$ cat config.mk
export PLATFORM = sky130hd
export DESIGN_NAME = fdod_decoder
export DESIGN_NICKNAME = d
export VERILOG_FILES = /design/src/fdod_decoder.v
export VERILOG_INCLUDE_DIRS = /design/src /design/src/src
export SDC_FILE = /design/constraint.sdc
export NUM_CORES = 1
export LEC_CHECK = 0
export BUFFER_PORTS_ARGS = -buffer_cell sky130_fd_sc_hd__buf_2
export CAP_MARGIN = 40
export CELL_PAD_IN_SITES_DETAIL_PLACEMENT = 1
export CELL_PAD_IN_SITES_GLOBAL_PLACEMENT = 1
export CORE_MARGIN = 8
export CORE_UTILIZATION = 25
export CTS_CLUSTER_SIZE = 12
export DETAILED_ROUTE_END_ITERATION = 7
export GPL_TIMING_DRIVEN = 0
export MAX_ROUTING_LAYER = met4
export PLACE_DENSITY = 0.77
export SYNTH_ARGS = -nofsm -noshare
export SYNTH_HDL_FRONTEND = slang
export SYNTH_SLANG_ARGS = --single-unit
$ cat constraint.sdc
create_clock -name ref_clk -period 1.3 [get_ports ref_clk]
set_clock_uncertainty 0.2 [all_clocks]
set_input_delay 0.26 -clock ref_clk [delete_from_list [all_inputs] [get_ports ref_clk]]
set_output_delay 0.26 -clock ref_clk [all_outputs]
set_load 0.005 [all_outputs]
$ cat src/fdod_consts.vh
// constants for the format defect option decoder
// assumes byte-wide command and header fields presented on plain ports
`ifndef FDOD_CONSTS_VH
`define FDOD_CONSTS_VH
`define FDOD_OPCODE_FORMAT     8'h04
`define FDOD_OPT_HI            4
`define FDOD_OPT_LO            2
`define FDOD_OPT_EXISTING      3'h0
`define FDOD_OPT_PROV_ONLY     3'h6
`define FDOD_OPT_PROV_EXIST    3'h4
`define FDOD_HDR_VALID_BIT     7
`define FDOD_HDR_SKIPP_BIT     6
`define FDOD_HDR_SKIPC_BIT     5
`define FDOD_HDR_HALT_BIT      4
`define FDOD_LAST_VU_HI        7
`define FDOD_LAST_VU_LO        6
`define FDOD_LAST_RSV_HI       5
`define FDOD_LAST_RSV_LO       2
`define FDOD_FLAG_BIT          1
`define FDOD_LINK_BIT          0
// grown list actions
`define FDOD_ACT_KEEP          2'h0
`define FDOD_ACT_REPLACE       2'h1
`define FDOD_ACT_MERGE         2'h2
// values held by the list choices out of reset
`define FDOD_MAP_RESET         1'b1
`define FDOD_GROWN_RESET       1'b1
`endif

$ cat src/fdod_decoder.v
// format defect option decoder: command byte and header byte decode
// assumes command bytes and header byte are given with same-clock strobes
//
// Operation
// - cdb option bits 000: keep factory and grown, no data-out phase expected.
// - option bits 110 with header valid and skip-primary set: provided defects only.
// - header upper bits zero with provided defects: replace grown list.
// - valid and skip-primary set with provided defects: replace grown list.
// - option bits 100 with header upper bits zero: merge into grown list.
// - header option bits honoured only when options-valid is one.
// - skip-primary set excludes factory map, clear includes it.
`timescale 1ns/1ps
`include "fdod_consts.vh"
module fdod_decoder (
    input  wire       ref_clk,
    input  wire       arst_n,
    input  wire       cmd_valid,
    input  wire [7:0] cmd_opcode,
    input  wire [7:0] cmd_byte1,
    input  wire [7:0] cmd_last,
    input  wire       hdr_valid,
    input  wire [7:0] hdr_byte1,
    output reg        is_format,
    output reg        data_out_expected,
    output reg        last_byte_error,
    output reg        flag_bit,
    output reg        link_bit,
    output reg        hdr_done,
    output reg        use_factory_map,
    output reg        use_grown_list,
    output reg  [1:0] grown_action,
    output reg        halt_format_flag,
    output reg        skip_certification,
    output reg        hdr_mismatch
);


    // --------------------------------------------------------------
    // usage notes
    // --------------------------------------------------------------
    // a header that arrives in the same cycle as a new command is
    // judged against the previous command, since the option field
    // is only latched at that edge; the initiator keeps them apart.
    // option codes other than the three handled here still open a
    // data-out phase, but flag hdr_mismatch and keep the grown list.
    // halt and certification bits are passed through when options-valid is one; the
    // drive side decides whether it acts on them.
    // every output is registered and holds until its next update,
    // except hdr_done, which is a one-cycle strobe.
    // reset values of the list choices come from the constants header,
    // so the drive starts out managing both factory and grown lists.

    // --------------------------------------------------------------
    // decode helpers
    // --------------------------------------------------------------
    // true when the opcode byte names the format command
    function fmt_opcode;
        input [7:0] op;
        begin
            fmt_opcode = (op == `FDOD_OPCODE_FORMAT);
        end
    endfunction

    // defect-option field out of command byte 1
    function [2:0] opt_field;
        input [7:0] b1;
        begin
            opt_field = b1[`FDOD_OPT_HI:`FDOD_OPT_LO];
        end
    endfunction

    // vendor or reserved bits set in the last command byte
    function last_bad;
        input [7:0] lb;
        begin
            last_bad = (|lb[`FDOD_LAST_VU_HI:`FDOD_LAST_VU_LO]) |
                       (|lb[`FDOD_LAST_RSV_HI:`FDOD_LAST_RSV_LO]);
        end
    endfunction

    // --------------------------------------------------------------
    // internal state and next values
    // --------------------------------------------------------------
    reg  [2:0] opt;                     // option field of the last command
    reg        next_use_factory_map;    // map choice from the header
    reg        next_skip_certification; // certification choice from the header
    reg        next_halt_format_flag;   // halt choice from the header
    reg        next_use_grown_list;     // grown list kept or dropped
    reg  [1:0] next_grown_action;       // what the descriptors do to the grown list
    reg        next_hdr_mismatch;       // header met an option code not handled here
    wire       cmd_fmt;                 // command this cycle is a format
    wire [2:0] cmd_opt;                 // option field of the command this cycle
    wire       keep_cmd;                // format keeping existing lists, no data-out
    wire       hdr_take;                // header accepted this cycle
    wire       hdr_fov;                 // header options-valid bit
    wire       hdr_skipp;               // header skip-primary bit

    // --------------------------------------------------------------
    // combinational decode of the inputs
    // --------------------------------------------------------------
    // command qualifiers
    assign cmd_fmt   = cmd_valid & fmt_opcode(cmd_opcode);
    assign cmd_opt   = opt_field(cmd_byte1);
    assign keep_cmd  = cmd_fmt & (cmd_opt == `FDOD_OPT_EXISTING);
    // a header only counts after a command that expects a data-out phase
    assign hdr_take  = hdr_valid & data_out_expected;
    assign hdr_fov   = hdr_byte1[`FDOD_HDR_VALID_BIT];
    assign hdr_skipp = hdr_byte1[`FDOD_HDR_SKIPP_BIT];

    // option bits of the header, or the default scheme
    always @* begin
        next_use_factory_map    = `FDOD_MAP_RESET; // default includes factory map
        next_skip_certification = 1'b0;
        next_halt_format_flag   = 1'b0;
        if (hdr_fov) begin
            next_use_factory_map    = ~hdr_skipp;
            next_skip_certification = hdr_byte1[`FDOD_HDR_SKIPC_BIT];
            next_halt_format_flag   = hdr_byte1[`FDOD_HDR_HALT_BIT];
        end
    end

    // grown list action from the option field of the command
    always @* begin
        next_use_grown_list = `FDOD_GROWN_RESET;
        next_grown_action   = `FDOD_ACT_KEEP;
        next_hdr_mismatch   = 1'b0;
        case (opt)
            `FDOD_OPT_PROV_ONLY: begin
                // provided list replaces the field-found list
                next_use_grown_list = 1'b0;
                if (hdr_fov && hdr_skipp) begin
                    next_grown_action = `FDOD_ACT_REPLACE;
                end else begin
                    next_grown_action = `FDOD_ACT_REPLACE;
                end
            end
            `FDOD_OPT_PROV_EXIST: begin
                // provided list merged into the existing grown list
                next_use_grown_list = 1'b1;
                if (hdr_fov && hdr_skipp) begin
                    next_grown_action = `FDOD_ACT_MERGE;
                end else begin
                    next_grown_action = `FDOD_ACT_MERGE;
                end
            end
            default: begin
                // option code outside the three handled here
                next_hdr_mismatch = 1'b1;
            end
        endcase
    end

    // --------------------------------------------------------------
    // command capture
    // --------------------------------------------------------------
    // latch option field and command status on each command
    always @(posedge ref_clk or negedge arst_n) begin
        if (!arst_n) begin
            is_format         <= 1'b0;
            data_out_expected <= 1'b0;
            last_byte_error   <= 1'b0;
            flag_bit          <= 1'b0;
            link_bit          <= 1'b0;
            opt               <= `FDOD_OPT_EXISTING;
        end else if (cmd_valid) begin
            is_format         <= fmt_opcode(cmd_opcode);
            opt               <= cmd_opt;
            // a data-out phase follows a format command unless the lists are kept as they are
            data_out_expected <= cmd_fmt & ~keep_cmd;
            last_byte_error   <= last_bad(cmd_last);
            flag_bit          <= cmd_last[`FDOD_FLAG_BIT];
            link_bit          <= cmd_last[`FDOD_LINK_BIT];
        end
    end

    // --------------------------------------------------------------
    // header decode
    // --------------------------------------------------------------
    // one-cycle strobe for every accepted header
    always @(posedge ref_clk or negedge arst_n) begin
        if (!arst_n) begin
            hdr_done <= 1'b0;
        end else begin
            hdr_done <= hdr_take;
        end
    end

    // option bits held until the next header; a keep command restores the factory map
    always @(posedge ref_clk or negedge arst_n) begin
        if (!arst_n) begin
            use_factory_map    <= `FDOD_MAP_RESET;
            halt_format_flag   <= 1'b0;
            skip_certification <= 1'b0;
        end else if (hdr_take) begin
            use_factory_map    <= next_use_factory_map;
            halt_format_flag   <= next_halt_format_flag;
            skip_certification <= next_skip_certification;
        end else if (keep_cmd) begin
            use_factory_map    <= `FDOD_MAP_RESET; // factory map stays in use
        end
    end

    // grown list handling held until the next header or keep command
    always @(posedge ref_clk or negedge arst_n) begin
        if (!arst_n) begin
            use_grown_list <= `FDOD_GROWN_RESET;
            grown_action   <= `FDOD_ACT_KEEP;
            hdr_mismatch   <= 1'b0;
        end else if (hdr_take) begin
            use_grown_list <= next_use_grown_list;
            grown_action   <= next_grown_action;
            hdr_mismatch   <= next_hdr_mismatch;
        end else if (keep_cmd) begin
            use_grown_list <= `FDOD_GROWN_RESET; // grown list kept
            grown_action   <= `FDOD_ACT_KEEP;
            hdr_mismatch   <= 1'b0;
        end
    end

endmodule // fdod_decoder

Word-level counts from Yosys, hierarchy flattened
Cells that the tools add are included.

word-level totals
  flip-flop bits (word level) = 16
  logic and storage cells = 41
  bits of input ports = 36
  output and inout port bits = 13

operators by class
  muxes and demuxes = 13
  reductions and logical operators = 5
  bitwise operators = 7
  equal/unequal tests = 3

operators with widths
  kind                  number
  $mux W1               10
  $eq A8 B3 Y1 const B  1
  $eq A3 B3 Y1 const B  2
  $and A1 B1 Y1         4
  $mux W2               2
  $pmux W2 S2           1
  $reduce_or A2 Y1      2
  $reduce_or A4 Y1      1
  $logic_not A3 Y1      1
  $not A1 Y1            2
  $reduce_bool A2 Y1    1
  $or A1 B1 Y1          1

Depth between registers and ports, before layout
  word-level depth = 5
  mapped depth = 4
  mapped depth without buffers = 4

Least setup slack after synthesis
No wires, ideal clock.

  path kind = reg-to-reg
  start = register data_out_expected
  end = register grown_action[0]
  buffers on the path = 0
  setup time = 0.120 ns
  data required time = 0.980 ns
  arrival = 1.027 ns
  stages on the path, launching flop included = 5
  clock period less this slack = 1.347 ns
  slack = -0.047 ns
  cells stage by stage = dfrtp_1 nand2_1 inv_1 and3_1 a31o_1

on the way
  word-level cells in the longest chain between the ends = 2
  elaborated cells between the ends (all ways) = 3
  those cells by class = mux (1); bitwise (1); reduce/logical (1)

RTL lines
  element                                        RTL line            RTL
  start: declaration                             fdod_decoder.v:24   output reg data_out_expected,
  start signal: assignment                       fdod_decoder.v:169  data_out_expected <= cmd_fmt & ~keep_cmd;
  $and A1 B1 Y1 *                                fdod_decoder.v:106  assign hdr_take = hdr_valid & data_out_expected;
  net hdr_take                                   fdod_decoder.v:94   wire hdr_take;
  $mux W2 or $reduce_bool A2 Y1 (tied branches)  -
  end signal: assignment                         fdod_decoder.v:207  grown_action <= `FDOD_ACT_KEEP;
  end signal: assignment                         fdod_decoder.v:211  grown_action <= next_grown_action;
  end signal: assignment                         fdod_decoder.v:215  grown_action <= `FDOD_ACT_KEEP;
  end: declaration                               fdod_decoder.v:31   output reg [1:0] grown_action,

Mark *: on every way through the listed nets, which the timed path passes. The rest lies on a longest branch.
A chain may end at the register's enable or synchronous reset.

Worst setup path after layout
  start = register use_grown_list
  end = output port use_grown_list

RTL lines
  element                   RTL line            RTL
  start: declaration        fdod_decoder.v:30   output reg use_grown_list,
  start signal: assignment  fdod_decoder.v:206  use_grown_list <= `FDOD_GROWN_RESET;
  start signal: assignment  fdod_decoder.v:210  use_grown_list <= next_use_grown_list;
  start signal: assignment  fdod_decoder.v:214  use_grown_list <= `FDOD_GROWN_RESET;

No word-level cell between the ends.

==> summary.md <==
| Metric | Value |
|---|---|
| Status | finished, violations left |
| Violated checks | setup timing |
| Leakage | 0.563 nW |
| Top delay family on crit path | flip-flops |
| Worst min path class | in2reg |
| EDFF count, synth | 0 |
| Fmax | 725 MHz |
| Sequential area share after synthesis | 0.601 |
| Max_cap viols | 0 |
| Cts bufs inserted | 3 |
| Antenna violations before repair | 0 |
| DP HPWL | 1570 microns |
| Initial Util | 0.268 |
| Register area | 403 sq um |
| Area leader, netlist | dfrtp_1 |
| Post-synthesis sequential element count | 16 |
| Die height | 67.8 microns |
| CP endpoint kind | output port |
| Cell count after synthesis | 55 |
| Synth async-reset ratio | 1.00 |
| Total grt overflow | 0 |
| Leading cell types by count after synthesis | dfrtp_1, mux2_2, nand2_1, nor2_1 |
| Ys flop type | dfrtp_1 |
| Area growth syn-to-layout | 61.8% |
| PnR worst setup slack | -0.0802 ns |
| Worst hold slack | approximately 0.011 ns |
| Number of global-route vias before repair | 760 |
| Vias per cell | 4.54 |
| Core box area | between 0.002 and 0.0025 sq mm |
| Register-to-Register Path Depth | 4 |
| RSZ-0062 raised after global routing | true |
| First drt pass iteration count | 3 |
| Largest incremental delay on the critical path | 0.55 ns |
| R2R setup slack | 0.06 ns |
| H-tree levels | 1 |
| Die ar. | 0.00460 sq mm |
| Wirelength, routed | 2060 microns |
| Placed inst area | around 900 sq um |
| CTS clk-pin slew, worst paths | 0.10 ns |
| Arr. time, crit path | 0.92 ns |
| Worst skew pair latency | 0.29 ns |
| Critical path cell sequence | buf_6 |
| Die X-Extent | 67.8 microns |
| Routability cong. | 0.708 |
| Critical path type | reg2out |
| Library cells used by synthesis | 21 |
| Tcrit/Tclk final | 1.06 |
| Fin. Hold Viols | 0 |
| Relative slew slack | 0.750 |
| Min Tclk post-route | about 1.4 ns |
| Buf/Inv on CP | 1 |
| Data required time at the worst endpoint | 0.84 ns |
| Initial DRC count | 9 |
| Finished Cell Area | 0.00108 sq mm |
| Layout fillers | 295 |
| Routed WL per cell | between 10 and 15 microns |
| Vias | 640 |
| Post-route DRC | 0 |
| Number of diodes | 0 |
| Maximum fanout count along the critical path | 2 |
| Slowest stage cell, crit path | dfstp_2 |
| Largest net degree at the start of global routing | 17 |
| Critical Path Source Type | register |
| Global-route wire length before repair | 3420 microns |
| Post-Syn Area | approximately 670 sq um |
| Slew Limit Fails | 0 |
| Actual slew at the worst max-slew pin | 0.374 ns |
| Synth top area share | 0.522 |
| Root buffer cell | clkbuf_4 |
| Largest cells by area after synthesis | dfrtp_1, mux2_2, dfstp_2, a31o_1, nor4b_4 |
| Routed Antenna Nets | 0 |
| Peak supply drop | 0.000536 V |
| Row count | 18 |
| Most common cell in the netlist | dfrtp_1 |
| Power per cell area | roughly 990 mW/mm^2 |
| Setup-failing EPs final | 3 |
| Port Buf Inserts | 38 |
| Synth Warn # | 0 |
| Fin util | 0.434 |
| Synthesized Nets | 91 |
| CP Depth | 1 |
| Ports | approximately 50 |
| Synth Area per Inst | between 10 and 15 sq um |
| GRT Total Usage | 0.101 |
| CTS Buffer Depth | 2 |
| Fin nets | 148 |
| TritonCTS clock tree | built |
| Hold Path Depth | 2 |
| Layout cells sized above 1 | 0.550 |
| Pre-CTS WS | -0.237 ns |
| CTS sink cnt | 16 |
| Area of the multi-input gates | 258 sq um |
-- layer usage --
layer / part of all wire / track usage / up-vias
li1: - / - / 309
met1: 0.42 / 0.107 / 300
met2: 0.50 / 0.169 / 29
met3: 0.079 / 0.0447 / 2
met4: 0.0044 / 0.0230 / 0
met5: 0 / - / -
-- state kept, by name, indices dropped and copies added, names as in the netlist --
signal,count
is_format,1
flag_bit,1
hdr_done,1
halt_format_flag,1
last_byte_error,1
link_bit,1
hdr_mismatch,1
use_grown_list,1
grown_action,2
skip_certification,1
use_factory_map,1
opt,3
data_out_expected,1
-- power breakdown --
| part | switching, mW | internal, mW |
|---|---|---|
| combinational | 0.0689 | 0.115 |
| clock | 0.160 | 0.171 |
| sequential | 0.0189 | 0.539 |
| total | 0.248 | 0.824 |
-- cell type report --
| cell class | instances | share of cell area |
|---|---|---|
| Clock buffer | 4 | 0.0334 |
| Sequential cell | 16 | 0.371 |
| Inverter | 3 | 0.0104 |
| Multi-Input combinational cell | 35 | 0.238 |
| Timing Repair Buffer | 52 | 0.302 |
| Buffer | 1 | 0.0104 |
| Tap cell | 30 | 0.0346 |
-- path summary, 6_finish.rpt --
check / from / endpoint
max reg2reg: data_out_expected / grown_action[0]
min: cmd_valid / data_out_expected
min in group asynchronous: arst_n / link_bit
min reg2reg: grown_action[0] / grown_action[0]
max: use_grown_list / use_grown_list
max in group asynchronous: arst_n / use_factory_map
-- per-stage QoR --
step                setup TNS, ns  total power, mW  cells
global route               -0.443             1.14    141
finish                     -0.189             1.07    141
global placement           -0.782            0.701    123
floorplan                       0            0.619     55
CTS                        -0.270             1.07    136
detailed placement         -0.982            0.711    123
-- repair_timing --
action / CTS / global route
hold buffers: 8 / 0
setup endpoints to repair: 5 / 13
setup buffers: 1 / 5
endpoints found under the hold margin: 21 / 0
pin swaps: 1 / 1
gates resized for setup: 2 / 3
-- cell families (layout without fill, tap and decap cells) --
logic type             after synthesis  count (layout)  synth area share
and+or+nand+nor                     22              22             0.196
DFF                                 16              16             0.601
AOI/OAI and AO/OA                    8               8            0.0858
muxes                                5               5            0.0839
buffers and inverters                4              60            0.0336
-- cell usage in the layout, fill, tap and decap left out, drive strengths merged --
| master | synthesis | final |
|---|---|---|
| a21oi | 1 | 1 |
| a31o | 3 | 3 |
| a31oi | 1 | 1 |
| a32oi | 1 | 1 |
| and3 | 1 | 1 |
| buf | 1 | 45 |
| clkbuf | 0 | 4 |
| dfrtp | 14 | 14 |
| dfstp | 2 | 2 |
| dlygate4sd3 | 0 | 8 |
| inv | 3 | 3 |
| mux2 | 5 | 5 |
| nand2 | 5 | 5 |
| nand3 | 3 | 3 |
| nand4 | 1 | 1 |
| nor2 | 5 | 5 |
| nor2b | 2 | 2 |
| nor3 | 2 | 2 |
| nor3b | 1 | 1 |
| nor4 | 1 | 1 |
| nor4b | 1 | 1 |
| o21ai | 1 | 1 |
| o22ai | 1 | 1 |
Power figures use the tool's default switching activity.
